**src/timer_out_pkg.sv**
```systemverilog
// What this block does
// - wave goes high after underflow, low after compare match
// - timers 2 and 3 also give an inverted copy of their wave
// - reload not above compare holds the wave at 1
// - enabled wave owns its pin, overriding port direction and data
// - timers 0,1 on pin a; 2,3 on pin b; inverted 2,3 on pin c
// - higher-numbered timer wins a shared pin
// - inverted outputs of timers 2 and 3 have their own enables
// - cascaded pair outputs the upper wave, gated by upper enable only
// - enable gating is not aligned to the wave; short glitch possible
// - timer 1 underflow is the serial clock source, compare ignored
// - timer 5 underflow is the display frame source, compare ignored
// - fast source codes 7..0 divide by 4096,1024,256,64,32,8,2,1
// - slow source codes 7..0 divide by 128,64,32,16,8,4,2,1
// - clock-gate bit 1 feeds the prescaled clock, 0 stops it, resets 0
// - odd timer gate bit 7, select 6..4; even gate 3, select 2..0
// - underflow reloads the counter and counting continues
// - compare match pulses when the count equals the compare value
`default_nettype none
package timer_out_pkg;
    localparam int NUM_TIMERS = 8;
    localparam int CNT_W      = 8;
    localparam int PS_W       = 12;
    localparam int FIELD_W    = 4;
    localparam int ODD_LSB    = 4;
    localparam int EVEN_LSB   = 0;

    localparam logic [15:0] IDX_PRESCALE_01 = 16'hFF14;
    localparam logic [15:0] IDX_PRESCALE_23 = 16'hFF15;
    localparam logic [15:0] IDX_PRESCALE_45 = 16'hFF18;
    localparam logic [15:0] IDX_PRESCALE_67 = 16'hFF19;
    localparam logic [15:0] IDX_SRC_SEL     = 16'hFF40;
    localparam logic [15:0] IDX_RUN         = 16'hFF41;
    localparam logic [15:0] IDX_OUT_EN      = 16'hFF42;
    localparam logic [15:0] IDX_INV_EN      = 16'hFF43;
    localparam logic [15:0] IDX_CASCADE     = 16'hFF44;
    localparam logic [15:0] IDX_WAVE_STAT   = 16'hFF45;
    localparam logic [15:0] IDX_RELOAD_BASE = 16'hFF50;
    localparam logic [15:0] IDX_COMPARE_BASE = 16'hFF60;
    localparam logic [15:0] IDX_COUNT_BASE  = 16'hFF70;

    localparam logic [7:0] REG_RST     = 8'h00;
    localparam logic [7:0] RELOAD_RST  = 8'hFF;
    localparam logic [7:0] COMPARE_RST = 8'h00;

    // division minus one, index is the select code
    localparam logic [7:0][PS_W-1:0] FAST_DIV_M1 = {12'hFFF, 12'h3FF, 12'h0FF, 12'h03F,
                                                    12'h01F, 12'h007, 12'h001, 12'h000};
    localparam logic [7:0][PS_W-1:0] SLOW_DIV_M1 = {12'h07F, 12'h03F, 12'h01F, 12'h00F,
                                                    12'h007, 12'h003, 12'h001, 12'h000};

    typedef struct packed {
        logic       gate;
        logic [2:0] sel;
    } prescale_field_t;

    typedef struct packed {
        logic out;
        logic oe_n;
    } pin_drive_t;
endpackage
`default_nettype wire

```
**src/timer_prescaler.sv**
```systemverilog
`default_nettype none
module timer_prescaler
    import timer_out_pkg::*;
(
    input  wire logic            clk,
    input  wire logic            rst,
    input  wire logic            fast_tick,
    input  wire logic            slow_tick,
    input  wire logic            use_slow,
    input  wire prescale_field_t field,
    output logic                 tick
);
    logic [PS_W-1:0]    div_q;
    logic [PS_W-1:0]    cur;
    logic [PS_W-1:0]    limit;
    logic               src_tick;
    logic [FIELD_W:0]   cfg_q;

    // a new setting restarts the count, so a stale count never overshoots
    assign cur      = (cfg_q == {use_slow, field}) ? div_q : '0;
    assign limit    = use_slow ? SLOW_DIV_M1[field.sel] : FAST_DIV_M1[field.sel];
    assign src_tick = use_slow ? slow_tick : fast_tick;
    assign tick     = field.gate && src_tick && (cur == limit);

    always_ff @(posedge clk or posedge rst) begin
        if (rst) begin
            div_q <= '0;
            cfg_q <= '0;
        end else begin
            cfg_q <= {use_slow, field};
            if (!field.gate || tick) begin
                div_q <= '0;
            end else begin
                div_q <= src_tick ? cur + 1'b1 : cur;
            end
        end
    end

    gate_blocks_a: assert property (@(posedge clk) disable iff (rst)
        !field.gate |-> !tick) else $error("tick while clock gate off");
    div_one_a: assert property (@(posedge clk) disable iff (rst)
        field.gate && src_tick && field.sel == 3'h0 |-> tick)
        else $error("code 0 did not pass every source tick");
    div_slow_a: assert property (@(posedge clk) disable iff (rst)
        tick && use_slow |-> cur == SLOW_DIV_M1[field.sel])
        else $error("slow division wrong");
endmodule
`default_nettype wire

```
**src/timer_wave.sv**
```systemverilog
`default_nettype none
module timer_wave (
    input  wire logic clk,
    input  wire logic rst,
    input  wire logic underflow,
    input  wire logic match,
    input  wire logic hold_high,
    output logic      wave_q
);
    // events are one-cycle pulses, so acting at the next edge is their trailing edge
    always_ff @(posedge clk or posedge rst) begin
        if (rst) begin
            wave_q <= 1'b0;
        end else if (hold_high) begin
            wave_q <= 1'b1;
        end else if (match) begin
            wave_q <= 1'b0;
        end else if (underflow) begin
            wave_q <= 1'b1;
        end
    end

    wave_rise_a: assert property (@(posedge clk) disable iff (rst)
        underflow && !match |=> wave_q) else $error("wave did not rise on underflow");
    wave_fall_a: assert property (@(posedge clk) disable iff (rst)
        match && !hold_high |=> !wave_q) else $error("wave did not fall on match");
    wave_held_a: assert property (@(posedge clk) disable iff (rst)
        hold_high [*2] |-> wave_q) else $error("wave not held high");
endmodule
`default_nettype wire

```
**src/timer_output_and_prescaler.sv**
```systemverilog
// The AHB-Lite interface to the registers was chosen for this implementation.
`default_nettype none
module timer_output_and_prescaler
    import timer_out_pkg::*;
#(
    parameter int NTIM = NUM_TIMERS
) (
    input  wire logic        CLK_SYS,
    input  wire logic        SYS_RST,
    input  wire logic        HSEL,
    input  wire logic [31:0] HADDR,
    input  wire logic [1:0]  HTRANS,
    input  wire logic        HWRITE,
    input  wire logic [2:0]  HSIZE,
    input  wire logic [31:0] HWDATA,
    input  wire logic        HREADY,
    output logic             HREADYOUT,
    output logic [31:0]      HRDATA,
    output logic             HRESP,
    input  wire logic        FAST_OSC_TICK,
    input  wire logic        SLOW_OSC_TICK,
    input  wire logic        PORT_DIR_A,
    input  wire logic        PORT_DATA_A,
    input  wire logic        PORT_DIR_B,
    input  wire logic        PORT_DATA_B,
    input  wire logic        PORT_DIR_C,
    input  wire logic        PORT_DATA_C,
    output logic             PORT_PIN_A_O,
    output logic             PORT_PIN_A_OE_N,
    output logic             PORT_PIN_B_O,
    output logic             PORT_PIN_B_OE_N,
    output logic             PORT_PIN_C_O,
    output logic             PORT_PIN_C_OE_N,
    output logic             SERIAL_CLK_SRC,
    output logic             FRAME_CLK_SRC
);
    if (NTIM != NUM_TIMERS) begin : g_chk
        $error("pin mapping is fixed to eight timers");
    end

    // bus slave
    logic                       ap_valid_q;
    logic                       ap_write_q;
    logic                       ap_ok_q;
    logic [15:0]                ap_idx_q;
    logic                       rd_wait_q;
    logic [31:0]                rdata_q;
    logic [7:0]                 rd_mux;
    logic                       take;
    logic                       wr_en;
    logic [7:0]                 wdat;

    // software state
    logic [3:0][7:0]            prescale_q;
    logic [NTIM-1:0]            src_slow_q;
    logic [NTIM-1:0]            run_q;
    logic [NTIM-1:0]            out_en_q;
    logic [1:0]                 inv_en_q;
    logic [NTIM/2-1:0]          cascade_q;
    logic [NTIM-1:0][CNT_W-1:0] reload_q;
    logic [NTIM-1:0][CNT_W-1:0] compare_q;

    // timer state
    logic [NTIM-1:0][CNT_W-1:0] cnt_q;
    logic [NTIM-1:0][CNT_W-1:0] cnt_d;
    logic [NTIM-1:0]            cnt_tick;
    logic [NTIM-1:0]            uf8;
    logic [NTIM-1:0]            match_ev;
    logic [NTIM-1:0]            wave;

    pin_drive_t                 pin_a_q;
    pin_drive_t                 pin_b_q;
    pin_drive_t                 pin_c_q;
    logic                       serial_q;
    logic                       frame_q;

    assign take  = HSEL && HTRANS[1] && HREADY;
    assign wr_en = ap_valid_q && ap_write_q && ap_ok_q;
    assign wdat  = HWDATA[7:0];

    always_ff @(posedge CLK_SYS or posedge SYS_RST) begin
        if (SYS_RST) begin
            ap_valid_q <= 1'b0;
            ap_write_q <= 1'b0;
            ap_ok_q    <= 1'b0;
            ap_idx_q   <= '0;
            rd_wait_q  <= 1'b0;
        end else begin
            ap_valid_q <= take;
            rd_wait_q  <= take && !HWRITE;
            if (take) begin
                ap_write_q <= HWRITE;
                ap_idx_q   <= HADDR[17:2];
                ap_ok_q    <= (HADDR[31:18] == 14'h0000) && (HADDR[1:0] == 2'h0);
            end
        end
    end

    // one wait state on reads so the value is taken after any write ahead of it
    always_ff @(posedge CLK_SYS or posedge SYS_RST) begin
        if (SYS_RST) begin
            rdata_q <= '0;
        end else if (rd_wait_q) begin
            rdata_q <= ap_ok_q ? {24'h000000, rd_mux} : 32'h00000000;
        end
    end

    // only a read data phase waits
    assign HREADYOUT = !rd_wait_q;
    assign HRDATA    = rdata_q;
    assign HRESP     = 1'b0;

    always_comb begin
        rd_mux = 8'h00;
        case (ap_idx_q)
            IDX_PRESCALE_01: rd_mux = prescale_q[0];
            IDX_PRESCALE_23: rd_mux = prescale_q[1];
            IDX_PRESCALE_45: rd_mux = prescale_q[2];
            IDX_PRESCALE_67: rd_mux = prescale_q[3];
            IDX_SRC_SEL:     rd_mux = src_slow_q;
            IDX_RUN:         rd_mux = run_q;
            IDX_OUT_EN:      rd_mux = out_en_q;
            IDX_INV_EN:      rd_mux = {6'h00, inv_en_q};
            IDX_CASCADE:     rd_mux = {4'h0, cascade_q};
            IDX_WAVE_STAT:   rd_mux = wave;
            default: begin
                if (ap_idx_q[15:3] == IDX_RELOAD_BASE[15:3]) begin
                    rd_mux = reload_q[ap_idx_q[2:0]];
                end else if (ap_idx_q[15:3] == IDX_COMPARE_BASE[15:3]) begin
                    rd_mux = compare_q[ap_idx_q[2:0]];
                end else if (ap_idx_q[15:3] == IDX_COUNT_BASE[15:3]) begin
                    rd_mux = cnt_q[ap_idx_q[2:0]];
                end
            end
        endcase
    end

    always_ff @(posedge CLK_SYS or posedge SYS_RST) begin
        if (SYS_RST) begin
            prescale_q <= {4{REG_RST}};
        end else if (wr_en) begin
            case (ap_idx_q)
                IDX_PRESCALE_01: prescale_q[0] <= wdat;
                IDX_PRESCALE_23: prescale_q[1] <= wdat;
                IDX_PRESCALE_45: prescale_q[2] <= wdat;
                IDX_PRESCALE_67: prescale_q[3] <= wdat;
                default: prescale_q <= prescale_q;
            endcase
        end
    end

    always_ff @(posedge CLK_SYS or posedge SYS_RST) begin
        if (SYS_RST) begin
            src_slow_q <= REG_RST;
            run_q      <= REG_RST;
            out_en_q   <= REG_RST;
            inv_en_q   <= REG_RST[1:0];
            cascade_q  <= REG_RST[3:0];
        end else if (wr_en) begin
            case (ap_idx_q)
                IDX_SRC_SEL: src_slow_q <= wdat;
                IDX_RUN:     run_q      <= wdat;
                IDX_OUT_EN:  out_en_q   <= wdat;
                IDX_INV_EN:  inv_en_q   <= wdat[1:0];
                IDX_CASCADE: cascade_q  <= wdat[3:0];
                default:     run_q      <= run_q;
            endcase
        end
    end

    for (genvar t = 0; t < NTIM; t++) begin : g_tim
        localparam int PAIR   = t / 2;
        localparam int MATE   = t ^ 1;
        localparam bit IS_ODD = (t % 2) == 1;

        prescale_field_t field;
        logic            ps_tick;
        logic            upper;
        logic            lower;
        logic            reload_now;
        logic            hold_high;

        assign field = IS_ODD ? prescale_q[PAIR][ODD_LSB +: FIELD_W]
                              : prescale_q[PAIR][EVEN_LSB +: FIELD_W];
        assign upper = IS_ODD && cascade_q[PAIR];
        assign lower = !IS_ODD && cascade_q[PAIR];

        timer_prescaler u_ps (
            .clk       (CLK_SYS),
            .rst       (SYS_RST),
            .fast_tick (FAST_OSC_TICK),
            .slow_tick (SLOW_OSC_TICK),
            .use_slow  (src_slow_q[t]),
            .field     (field),
            .tick      (ps_tick)
        );

        // the upper half of a pair counts borrows of the lower half
        assign cnt_tick[t] = upper ? uf8[MATE] : (run_q[t] && ps_tick);
        assign uf8[t]      = cnt_tick[t] && (cnt_q[t] == '0);

        // lower half wraps through zero; both reload only on the full borrow
        assign reload_now  = lower ? uf8[MATE] : uf8[t];
        assign cnt_d[t]    = !cnt_tick[t] ? cnt_q[t]
                           : (reload_now ? reload_q[t] : cnt_q[t] - 1'b1);

        always_comb begin
            if (upper) begin
                match_ev[t] = cnt_tick[MATE] && (cnt_d[MATE] == compare_q[MATE])
                              && (cnt_d[t] == compare_q[t]);
                hold_high   = {reload_q[t], reload_q[MATE]}
                              <= {compare_q[t], compare_q[MATE]};
            end else begin
                match_ev[t] = cnt_tick[t] && (cnt_d[t] == compare_q[t]);
                hold_high   = reload_q[t] <= compare_q[t];
            end
        end

        always_ff @(posedge CLK_SYS or posedge SYS_RST) begin
            if (SYS_RST) begin
                cnt_q[t] <= RELOAD_RST;
            end else begin
                cnt_q[t] <= cnt_d[t];
            end
        end

        always_ff @(posedge CLK_SYS or posedge SYS_RST) begin
            if (SYS_RST) begin
                reload_q[t]  <= RELOAD_RST;
                compare_q[t] <= COMPARE_RST;
            end else if (wr_en && ap_idx_q[2:0] == 3'(t)) begin
                if (ap_idx_q[15:3] == IDX_RELOAD_BASE[15:3]) begin
                    reload_q[t] <= wdat;
                end
                if (ap_idx_q[15:3] == IDX_COMPARE_BASE[15:3]) begin
                    compare_q[t] <= wdat;
                end
            end
        end

        timer_wave u_wave (
            .clk       (CLK_SYS),
            .rst       (SYS_RST),
            .underflow (uf8[t] && !lower),
            .match     (match_ev[t]),
            .hold_high (hold_high),
            .wave_q    (wave[t])
        );

        reload_a: assert property (@(posedge CLK_SYS) disable iff (SYS_RST)
            uf8[t] && !lower |=> cnt_q[t] == $past(reload_q[t]))
            else $error("counter not reloaded on underflow");
    end

    // pin muxing; enables act straight on the pin, so a partial wave cycle may escape
    logic own_a;
    logic own_b;
    logic own_c;

    assign own_a = out_en_q[1] || (out_en_q[0] && !cascade_q[0]);
    assign own_b = out_en_q[3] || (out_en_q[2] && !cascade_q[1]);
    assign own_c = inv_en_q[1] || (inv_en_q[0] && !cascade_q[1]);

    always_ff @(posedge CLK_SYS or posedge SYS_RST) begin
        if (SYS_RST) begin
            pin_a_q <= '{out: 1'b0, oe_n: 1'b1};
            pin_b_q <= '{out: 1'b0, oe_n: 1'b1};
            pin_c_q <= '{out: 1'b0, oe_n: 1'b1};
        end else begin
            pin_a_q.out  <= own_a ? (out_en_q[1] ? wave[1] : wave[0]) : PORT_DATA_A;
            pin_a_q.oe_n <= own_a ? 1'b0 : !PORT_DIR_A;
            pin_b_q.out  <= own_b ? (out_en_q[3] ? wave[3] : wave[2]) : PORT_DATA_B;
            pin_b_q.oe_n <= own_b ? 1'b0 : !PORT_DIR_B;
            pin_c_q.out  <= own_c ? (inv_en_q[1] ? !wave[3] : !wave[2]) : PORT_DATA_C;
            pin_c_q.oe_n <= own_c ? 1'b0 : !PORT_DIR_C;
        end
    end

    assign PORT_PIN_A_O    = pin_a_q.out;
    assign PORT_PIN_A_OE_N = pin_a_q.oe_n;

    assign PORT_PIN_B_O    = pin_b_q.out;
    assign PORT_PIN_B_OE_N = pin_b_q.oe_n;

    assign PORT_PIN_C_O    = pin_c_q.out;
    assign PORT_PIN_C_OE_N = pin_c_q.oe_n;

    // compare value has no bearing on these sources
    always_ff @(posedge CLK_SYS or posedge SYS_RST) begin
        if (SYS_RST) begin
            serial_q <= 1'b0;
            frame_q  <= 1'b0;
        end else begin
            serial_q <= uf8[1];
            frame_q  <= uf8[5];
        end
    end

    assign SERIAL_CLK_SRC = serial_q;
    assign FRAME_CLK_SRC  = frame_q;

    pin_a_owner_a: assert property (@(posedge CLK_SYS) disable iff (SYS_RST)
        out_en_q[1] |=> PORT_PIN_A_O == $past(wave[1]) && !PORT_PIN_A_OE_N)
        else $error("timer 1 does not own pin a");

    pin_b_owner_a: assert property (@(posedge CLK_SYS) disable iff (SYS_RST)
        out_en_q[2] && !out_en_q[3] && !cascade_q[1]
        |=> PORT_PIN_B_O == $past(wave[2]) && !PORT_PIN_B_OE_N)
        else $error("timer 2 wave missing on pin b");

    pin_c_inv_a: assert property (@(posedge CLK_SYS) disable iff (SYS_RST)
        inv_en_q[1] |=> PORT_PIN_C_O == !$past(wave[3]) && !PORT_PIN_C_OE_N)
        else $error("pin c is not the inverted wave");

    port_idle_a: assert property (@(posedge CLK_SYS) disable iff (SYS_RST)
        !own_a |=> PORT_PIN_A_O == $past(PORT_DATA_A) && PORT_PIN_A_OE_N == !$past(PORT_DIR_A))
        else $error("pin a not under port control");

    pin_b_idle_a: assert property (@(posedge CLK_SYS) disable iff (SYS_RST)
        !own_b |=> PORT_PIN_B_O == $past(PORT_DATA_B) && PORT_PIN_B_OE_N == !$past(PORT_DIR_B))
        else $error("pin b not under port control");

    pin_c_idle_a: assert property (@(posedge CLK_SYS) disable iff (SYS_RST)
        !own_c |=> PORT_PIN_C_O == $past(PORT_DATA_C) && PORT_PIN_C_OE_N == !$past(PORT_DIR_C))
        else $error("pin c not under port control");

    cascade_gate_a: assert property (@(posedge CLK_SYS) disable iff (SYS_RST)
        cascade_q[0] && out_en_q[0] && !out_en_q[1] |=> PORT_PIN_A_OE_N == !$past(PORT_DIR_A))
        else $error("lower timer of a pair drove pin a");

    serial_src_a: assert property (@(posedge CLK_SYS) disable iff (SYS_RST)
        uf8[1] |=> SERIAL_CLK_SRC ##1 !SERIAL_CLK_SRC || $past(uf8[1]))
        else $error("serial source pulse wrong");

    frame_src_a: assert property (@(posedge CLK_SYS) disable iff (SYS_RST)
        SERIAL_CLK_SRC == $past(uf8[1]) && FRAME_CLK_SRC == $past(uf8[5]))
        else $error("frame source not timer 5 underflow");

    read_wait_a: assert property (@(posedge CLK_SYS) disable iff (SYS_RST)
        take && !HWRITE |=> !HREADYOUT ##1 HREADYOUT)
        else $error("read wait state wrong");
endmodule
`default_nettype wire

```
**config.mk**
```make
export PLATFORM = sky130hd
export DESIGN_NAME = timer_output_and_prescaler
export DESIGN_NICKNAME = d
export VERILOG_FILES = /design/src/timer_out_pkg.sv /design/src/timer_prescaler.sv /design/src/timer_wave.sv /design/src/timer_output_and_prescaler.sv
export SDC_FILE = /design/constraint.sdc
export NUM_CORES = 1
export LEC_CHECK = 0
export BUFFER_PORTS_ARGS = -buffer_cell sky130_fd_sc_hd__buf_2
export CORE_ASPECT_RATIO = 1.4
export CORE_MARGIN = 2
export CORE_UTILIZATION = 30
export CTS_BUF_LIST = sky130_fd_sc_hd__clkbuf_4 sky130_fd_sc_hd__clkbuf_8
export CTS_CLUSTER_SIZE = 16
export DETAILED_ROUTE_END_ITERATION = 8
export SLEW_MARGIN = 20
export SYNTH_ARGS = -nofsm -noshare
export SYNTH_HDL_FRONTEND = slang
export SYNTH_HIERARCHICAL = 1
export SYNTH_SLANG_ARGS = --single-unit
```
**constraint.sdc**
```tcl
create_clock -name CLK_SYS -period 10.6 [get_ports CLK_SYS]
set_clock_uncertainty 0.2 [all_clocks]
set_input_delay 1.06 -clock CLK_SYS [delete_from_list [all_inputs] [get_ports CLK_SYS]]
set_output_delay 1.06 -clock CLK_SYS [all_outputs]
set_load 0.01 [all_outputs]
```
==> results.md, run 1 <==
Power:
- In this run the static leakage power is 12.7 nW.
- The design draws 3.90 mW.
- In this run the power density over the cells is 125 nW/um^2.
- The switching power is 1.08 mW.
- The logic gate share of total power is 9.9%.
- The switching part of the total power is 27.8%.
- The share of total power dissipated in sequential elements is 45.9%.
- Across the VDD grid, the largest voltage drop is 0.0000874 V.
- The clock network burns 44.2% of the power.
- The internal power contribution is 2.81 mW.

Timing:
- Headroom to the max-slew limit came out at 25.9%.
- The number of pins exceeding their max-slew limit in the final report is 0.
- Setup violations remaining at the end of the flow were counted as 0.
- In the finished design, the share of the clock period the worst path needs comes to 59.0%.
- Setup repair after global routing left no endpoint under its margin.
- Adding up every negative setup slack in the final design gives 0 ns.
- The number of hold-slack violations in the final timing report is 0.
- The clock period minus worst slack is 6.25 ns.
- The fmax is 160 MHz.
- The slew at the pin closest to its max-slew limit is 1.10 ns.

Global route:
- The via count of the first global-routing pass is 22600.
- The pin count of the biggest net entering global routing is 113.
- The global routing stage identified its most utilized layer as met2.
- The met2 routing resource usage after global routing is 30.3%.
- The met1 track demand over resource in global routing is 21.0%.
- For this run the aggregate overflow at the end of global routing stands at 0.
- The overall track demand over capacity in global routing is 17.8%.
- The first global-routing pass estimated 134000 um of wire.
- The number of antenna violations at the first check in global routing came to 12.
- The met3 usage in global routing is 2.57%.

Routing:
- The detail route stage leaves a number of antenna-violating nets equal to 0.
- The number of vias in the routed layout is 22700.
- The count of TritonRoute iterations in the first routing pass is 5.
- The first routing iteration left 1668 violations.
- The average detailed-routed wire length per instance is 20.7 um.
- The total wire length is 86800 um.
- The number of design rule violations left after detail routing is 0.
- The via count normalized by instance count is 5.42.

Critical path:
- The largest individual stage delay along the critical path comes from the cell sky130_fd_sc_hd__nor4_2.
- The type of the worst setup path is reg2reg.
- The startpoint of the most critical register-to-register path is g_tim[0].field[1].
- The critical path buffer and inverter count is 0.
- The maximum fanout encountered on the critical timing path is 19.
- Traced cell by cell, the critical path runs through xor2_2 -> nor4_4 -> a31oi_1 -> a2111o_1 -> nor4_2 -> and2_1 -> nand3_1 -> or4b_1 -> o21bai_1 -> o21ai_0 -> a22oi_1 -> xnor2_1 -> nor4_1 -> o2111a_1 -> o21bai_2.
- The data arrival at the endpoint of the critical path is 6.62 ns.
- The family with the most delay on the worst path is simple AND/OR/NAND/NOR gates.
- The worst setup path is launched from a flip-flop.
- The worst endpoint required time is 10.97 ns.
- The delay of the slowest cell on the worst path is 0.83 ns.
- STA classifies the critical path endpoint as a flip-flop.
- The beginning of the critical path is g_tim[0].field[1].

Cells and area:
- The net count of the finished layout is 3085.
- The filler-free cell count of the finished design is 4194.
- Compared with the post-synthesis result, the final layout area differs by 10.2%.
- In the final layout, the share of cells above drive strength 1 is 22.3%.
- Counting the fill cells in the layout gives 9582.
- The most common library cell in the layout ignoring fill and taps is sky130_fd_sc_hd__dfrtp_1.
- In the layout the commonest cells are sky130_fd_sc_hd__dfrtp_1 (301), sky130_fd_sc_hd__nand2_1 (273), sky130_fd_sc_hd__o21ai_0 (183).
- The summed area of non-filler cells in the final layout is 31100 sq um.

Clocking:
- Clock latency on the worst-skew pair, taken at its later pin, is 0.70 ns.
- After clock tree synthesis, the setup repair step added 0 buffers.
- The clock tree root driver cell is sky130_fd_sc_hd__clkbuf_8.
- The H-tree generated during clock tree synthesis spans 3 levels.
- The tree built by TritonCTS fans out to 434 sinks.
- TritonCTS built the clock tree.
- For this design, the CTS-stage hold fixing added 0 buffers.
- Counting along the longest clock path gives a buffer depth of 3.
- Clock tree synthesis inserted a total of 73 buffers.
- Clock-pin slew was measured on the worst setup and hold paths at 0.07 ns.
- Once the clock tree was built, the resizer swapped 0 gates to a different size.

Floorplanning:
- The floorplan die area is 96500 sq um.
- After floorplanning, the core was sized to cover 93500 sq um.
- In this run the vertical extent of the chip is 367 um.
- The starting density of the core is 30.2%.
- Measured along the x axis, the die boundary spans 263 um.
- Pin placement for this block handled 124 I/O pins.
- The initialized floorplan defines 133 standard-cell rows.

Logic synthesis:
- The count of different cell masters after synthesis is 87.
- The synthesized flop and latch total is 434.
- The biggest area contributor in the post-synthesis netlist is sky130_fd_sc_hd__dfrtp_1.
- Summing the sequential cell areas from Yosys gives 39.1% of the chip area.
- The number of warning messages in the yosys log is 6.
- Counting flops with a built-in enable in the synthesized netlist gives 0.
- In the synthesized netlist the async set-or-reset flop fraction comes to 100%.
- Ranked by total cell area, the synthesized netlist is headed by sky130_fd_sc_hd__dfrtp_1 (27%), sky130_fd_sc_hd__dfstp_2 (12%), sky130_fd_sc_hd__mux2_2 (6.0%).
- The leading register cell type out of synthesis is sky130_fd_sc_hd__dfrtp_1.
- The per-instance average area after synthesis is 9.73 sq um.
- The area share of the largest cell type after synthesis is 26.9%.
- Counting every instance in the synthesized netlist gives 2898.
- In this run the cell area of the synthesized design comes to 28200 sq um.

Worst hold path:
- The min-delay analysis places its worst path in the category in2reg.
- The hold path startpoint is PORT_DIR_B.

Place:
- Including well taps, the total number of placed cells is 4055.
- Routability-driven placement finished with a final weighted congestion of 0.960.
- Port buffering added 70 buffers.
- The HPWL after detailed placement is 63700 um.
- Summing all placed instances gives a cell area of 29400 sq um.

Outcome:
- The flow ran to the end, and the final reports show no timing, DRC or antenna violations.

Job:
- The total of max-cap violations is 0.
## layout make-up
| class | count | area (sq um) | share of cell area (%) |
|---|---|---|---|
| Antenna cell | 3 | 7.51 | 0.0242 |
| Clock buffer | 113 | 1410 | 4.54 |
| Clock inverter | 23 | 243 | 0.781 |
| Inverter | 171 | 649 | 2.09 |
| Multi-Input combinational cell | 2147 | 15700 | 50.6 |
| Sequential cell | 434 | 11000 | 35.5 |
| Tap cell | 1215 | 1520 | 4.89 |
| Timing Repair Buffer | 88 | 485 | 1.56 |
## path summary, 6_finish.rpt
kind,slack (ns),depth (start not counted),endpoint
min in group asynchronous,0.37,2,g_tim[4].u_wave/wave_q
worst max-delay path,4.35,15,g_tim[1].u_wave/wave_q
worst max register to register,4.35,15,g_tim[1].u_wave/wave_q
worst min register to register,0.30,1,ap_idx_q[7]
worst min-delay path,0.28,2,PORT_PIN_B_OE_N
max in group asynchronous,7.85,3,SERIAL_CLK_SRC
## Yosys cell counts, types with 62 or more instances
library cell and n:
sky130_fd_sc_hd__ha_1 88, sky130_fd_sc_hd__clkbuf_1 62, sky130_fd_sc_hd__dfstp_2 131, sky130_fd_sc_hd__a21oi_1 160
sky130_fd_sc_hd__nor2_1 165, sky130_fd_sc_hd__o21ai_0 183, sky130_fd_sc_hd__xnor2_1 134, sky130_fd_sc_hd__nand3_1 72
sky130_fd_sc_hd__mux2_2 150, sky130_fd_sc_hd__inv_1 170, sky130_fd_sc_hd__dfrtp_1 303, sky130_fd_sc_hd__nand2_1 273
## routing by layer
layer	share of wire (%)	up-vias
met2	49	737
met5	0.094	-
met4	6.6	14
met3	5.1	244
li1	-	10500
met1	39	11200
## cell families (layout without fill, tap and decap cells)
kind of cell / after synthesis / in the layout / share of synthesized area (%)
compound gates: 676 / 676 / 15.7
fa+ha+maj: 88 / 88 / 3.90
buf+inv: 341 / 395 / 5.54
mux: 254 / 254 / 12.3
simple gates: 913 / 913 / 17.1
flops: 434 / 434 / 39.1
xor+xnor: 191 / 191 / 6.39
other cells: 1 / 28 / 0.0133
## per-stage QoR
stage	hold slack (ns)	setup slack, ns	utilization (%)
detailed placement	0.294	3.86	31.4
CTS	0.229	4.26	33.2
global placement	0.287	3.89	31.4
global route	0.266	3.85	33.2
finish	0.279	4.35	33.2
floorplan	0.180	1.55	-
## power by group through the flow
stage	registers, mW	logic [mW]	clock network (mW)
2_1_floorplan	1.76	0.330	0
3_3_place_gp	1.81	0.381	0
3_5_place_dp	1.81	0.384	0
4_1_cts	1.79	0.385	1.77
5_1_grt	1.79	0.417	1.84
6_report	1.79	0.384	1.72
## state kept, by name, indices dropped and copies added (netlist names), 2 cells and up
| name | cells |
|---|---|
| cnt_q | 64 |
| inv_en_q | 2 |
| src_slow_q | 8 |
| g_tim.field | 32 |
| g_tim.u_ps/cfg_q | 40 |
| HRDATA | 8 |
| reload_q | 64 |
| ap_idx_q | 16 |
| out_en_q | 8 |
| compare_q | 64 |
| run_q | 8 |
| cascade_q | 4 |
| g_tim.u_ps/div_q | 96 |
| g_tim.u_wave/wave_q | 8 |
No activity file was read; power rests on OpenSTA's default activity.
==> run 2, diff against run 1 <==
==> constraint.sdc (replaced) <==
create_clock -name CLK_SYS -period 6 [get_ports CLK_SYS]
set_clock_uncertainty 0.2 [all_clocks]
set_input_delay 0.6 -clock CLK_SYS [delete_from_list [all_inputs] [get_ports CLK_SYS]]
set_output_delay 0.6 -clock CLK_SYS [all_outputs]
set_load 0.01 [all_outputs]
==> run 2 against run 1 <==
  * Sequential share of layout area down 0.57 points
  * Non-clock buffer count rose by 53
  * Global-route usage barely moved
  * Count of clock-buffer cells in the layout is 1 lower
  * Critical path depth up 1
  * Critical path type unchanged
  * Critical endpoint is now g_tim[3].u_wave/wave_q
==> results.md, run 2 (synthesis results as in run 1) <==
Outcome:
- The run finished with clean final reports.

Place:
- Counting tap cells, the placed design contains a total of 4084 instances.
- The pre-CTS setup slack is 0.599 ns.
- Once placement finished, the instance area stood at 29600 sq um.
- The HPWL after detailed placement is 64000 um.
- The final weighted congestion in routability-driven placement is 0.976.
- Port buffering added 70 buffers.

Timing:
- The number of hold-slack violations in the final timing report is 0.
- The final-layout setup total negative slack is 0 ns.
- For the pin with the worst max-slew slack, the measured transition is 1.09 ns.
- Of the available clock period, the critical path in the final layout requires 89.4%.
- The clock period minus worst slack is 5.36 ns.
- Setup violations remaining at the end of the flow were counted as 0.
- Setup repair after global routing left no endpoint under its margin.
- The worst slack on hold paths is 0.0370 ns.
- Headroom to the max-slew limit came out at 27.1%.
- Derived from the worst setup path, the maximum achievable clock frequency is 186 MHz.
- The number of pins exceeding their max-slew limit in the final report was 0.
- Setup slack on the critical path of the routed design comes to 0.636 ns.

Clocking:
- The maximum buffer depth of the clock tree is 3.
- The clock tree from TritonCTS is done.
- The clock-pin slew reported for the worst setup and hold paths after clock tree synthesis is 0.06 ns.
- The clock latency on the worst-skew pair is 0.70 ns.
- The clock sink count is 434.
- Clock tree synthesis inserted a total of 72 buffers.
- The clock tree root driver cell is sky130_fd_sc_hd__clkbuf_8.
- The level count of the clock H-tree is 3.
- The number of buffers inserted to repair setup after CTS is 0.

Cells and area:
- For this run, the share of the core covered by cells in the final layout is 33.8%.
- The count of filler cells inserted in the layout is 9524.
- Leaving out fill and tap cells, the most frequent cell in the layout is sky130_fd_sc_hd__dfrtp_1.
- The signed area change from the synthesized netlist to the final layout is 12.0%.
- The number of flip-flops under the largest register name is 96.
- Of the cells placed in the final design, the portion with a size suffix greater than 1 is 22.8%.
- Leaving out fill and tap cells, the most frequent cells in the layout are sky130_fd_sc_hd__dfrtp_1 (301), sky130_fd_sc_hd__nand2_1 (273), sky130_fd_sc_hd__o21ai_0 (183).
- The net count of the finished layout is 3137.
- The largest register by flop count is g_tim.u_ps/div_q.
- With fillers left out, the area of the finished cells amounts to 31600 sq um.
- The count of cells in the finished layout, fillers not included, comes to 4245.

Routing:
- The count of nets left with antenna violations once routing finished came out at 0.
- After detailed routing, the number of remaining DRC violations is 0.
- The via count normalized by instance count is 5.41.
- The total wire length is 87100 um.
- In the final routed layout, each cell accounts on average for 20.5 um.
- The count of TritonRoute iterations in the first routing pass is 5.
- The number of vias in the routed layout is 23000.
- The first-iteration detailed-routing DRC count is 1845.

Global route:
- In this run the most used layer during global routing was met2.
- The number of antenna violations at the first check in global routing is 14.
- The pin count of the biggest net entering global routing is 124.
- In the global route stage, overall resource usage came out at 17.8%.
- The sum of overflow across all layers after global routing is 0.
- The via count of the first global-routing pass was 22700.
- The met3 usage in global routing is 2.46%.
- The first global-routing pass estimated 135000 um of wire.
- The met1 track demand over resource in global routing is 20.9%.
- The met2 routing resource usage after global routing is 30.4%.

Critical path:
- At the worst endpoint, the arrival time is 5.70 ns.
- The logic depth of the worst register-to-register path is 16.
- The worst setup path is launched from a flip-flop.
- The kind of end point of the critical path is a flip-flop.
- The worst-case register-to-register setup slack is 0.64 ns.
- For the worst setup path, the data required time is 6.34 ns.
- The maximum fanout encountered on the critical timing path is 12.
- The worst register-to-register path begins at src_slow_q[2].
- The terminus of the critical flop-to-flop path is g_tim[3].u_wave/wave_q.
- The type of the worst setup path is reg2reg.

Worst hold path:
- The hold path startpoint is HADDR[28].
- The worst hold path passes through 4 cells.
- The path with the worst hold slack has its endpoint at ap_ok_q.
- In this run the worst hold path is classified as in2reg.

Power:
- The total power draw is 6.95 mW.
- In this run, the combinational gates consume 9.7% of the power.
- The switching power is 1.88 mW.
- The maximum vdd drop is 0.000139 V.
- Of the total power, the share spent switching nets is 27.1%.
- The share of power burned in registers is 45.8%.
- The clock network burns 44.5% of the power.
- In this run the static leakage power is 12.9 nW.
- The internal power contribution is 5.06 mW.
- The power per unit of standard cell area is 220 nW/um^2.

Floorplanning:
- The number of standard-cell rows in the floorplan is 133.
- The starting density of the core is 30.2%.
- The region available for standard cell placement spans 93500 sq um.
- The width of the die is 263 um.
- The floorplan die area is 96500 sq um.
- From bottom edge to top edge, the die measures 367 um.
- The top-level port count is 124.

Job:
- The total of max-cap violations is 0.
## run 2: repair_timing
item | 4_1_cts | 5_1_grt
hold buffers | 24 | 0
resized for setup | 0 | 0
hold endpoints to repair | 30 | 0
## run 2: area by class of cell
type                    count  area [sq um]  share of cell area [%]
clock inverters            22           285                   0.904
repair buffers            141           968                    3.07
flip-flops and latches    434         11000                    34.9
inverters                 171           646                    2.05
diodes                      3          7.51                  0.0238
well taps                1215          1520                    4.82
clock buffers             112          1400                    4.45
multi-input cells        2147         15700                    49.8
## run 2: worst max path at each step
stage / cells past startpoint / startpoint / slack (ns) / endpoint
global route: 16 / src_slow_q[2] / 0.23 / g_tim[3].u_wave/wave_q
floorplan: 18 / g_tim[6].field[3] / 1.01 / g_tim[7].u_wave/wave_q
CTS: 15 / g_tim[0].field[3] / 0.66 / g_tim[1].u_wave/wave_q
global placement: 16 / FAST_OSC_TICK / 0.71 / g_tim[5].u_wave/wave_q
finish: 16 / src_slow_q[2] / 0.64 / g_tim[3].u_wave/wave_q
detailed placement: 16 / FAST_OSC_TICK / 0.60 / g_tim[5].u_wave/wave_q
## run 2: worst max-delay path, stage by stage, from the launching register on
cell and delay, ns:
sky130_fd_sc_hd__dfrtp_1 0.56, sky130_fd_sc_hd__nor2b_1 0.41, sky130_fd_sc_hd__nand2_1 0.16, sky130_fd_sc_hd__a222oi_1 0.26, sky130_fd_sc_hd__nand4_1 0.16, sky130_fd_sc_hd__a211oi_2 0.24, sky130_fd_sc_hd__buf_4 0.20, sky130_fd_sc_hd__and2_1 0.30
sky130_fd_sc_hd__and3_1 0.36, sky130_fd_sc_hd__nand3_1 0.16, sky130_fd_sc_hd__a21o_1 0.29, sky130_fd_sc_hd__mux2i_1 0.26, sky130_fd_sc_hd__o32ai_1 0.13, sky130_fd_sc_hd__a2111o_1 0.29, sky130_fd_sc_hd__or4_1 0.60, sky130_fd_sc_hd__a2111oi_0 0.53
sky130_fd_sc_hd__o21bai_2 0.12
## run 2: power by group through the flow
stage	combinational (mW)	clock [mW]	sequential (mW)
after global placement	0.656	0	3.23
after detailed placement	0.661	0	3.23
after CTS	0.675	3.17	3.18
final	0.674	3.09	3.18
after floorplan	0.583	0	3.10
after global routing	0.730	3.29	3.20
## run 2: metal layers
layer  up-vias  part of all wire (%)
met1     11400                    40
met2       760                    49
met5         -                 0.098
met3       235                   5.2
li1      10600                     -
met4        12                   6.4
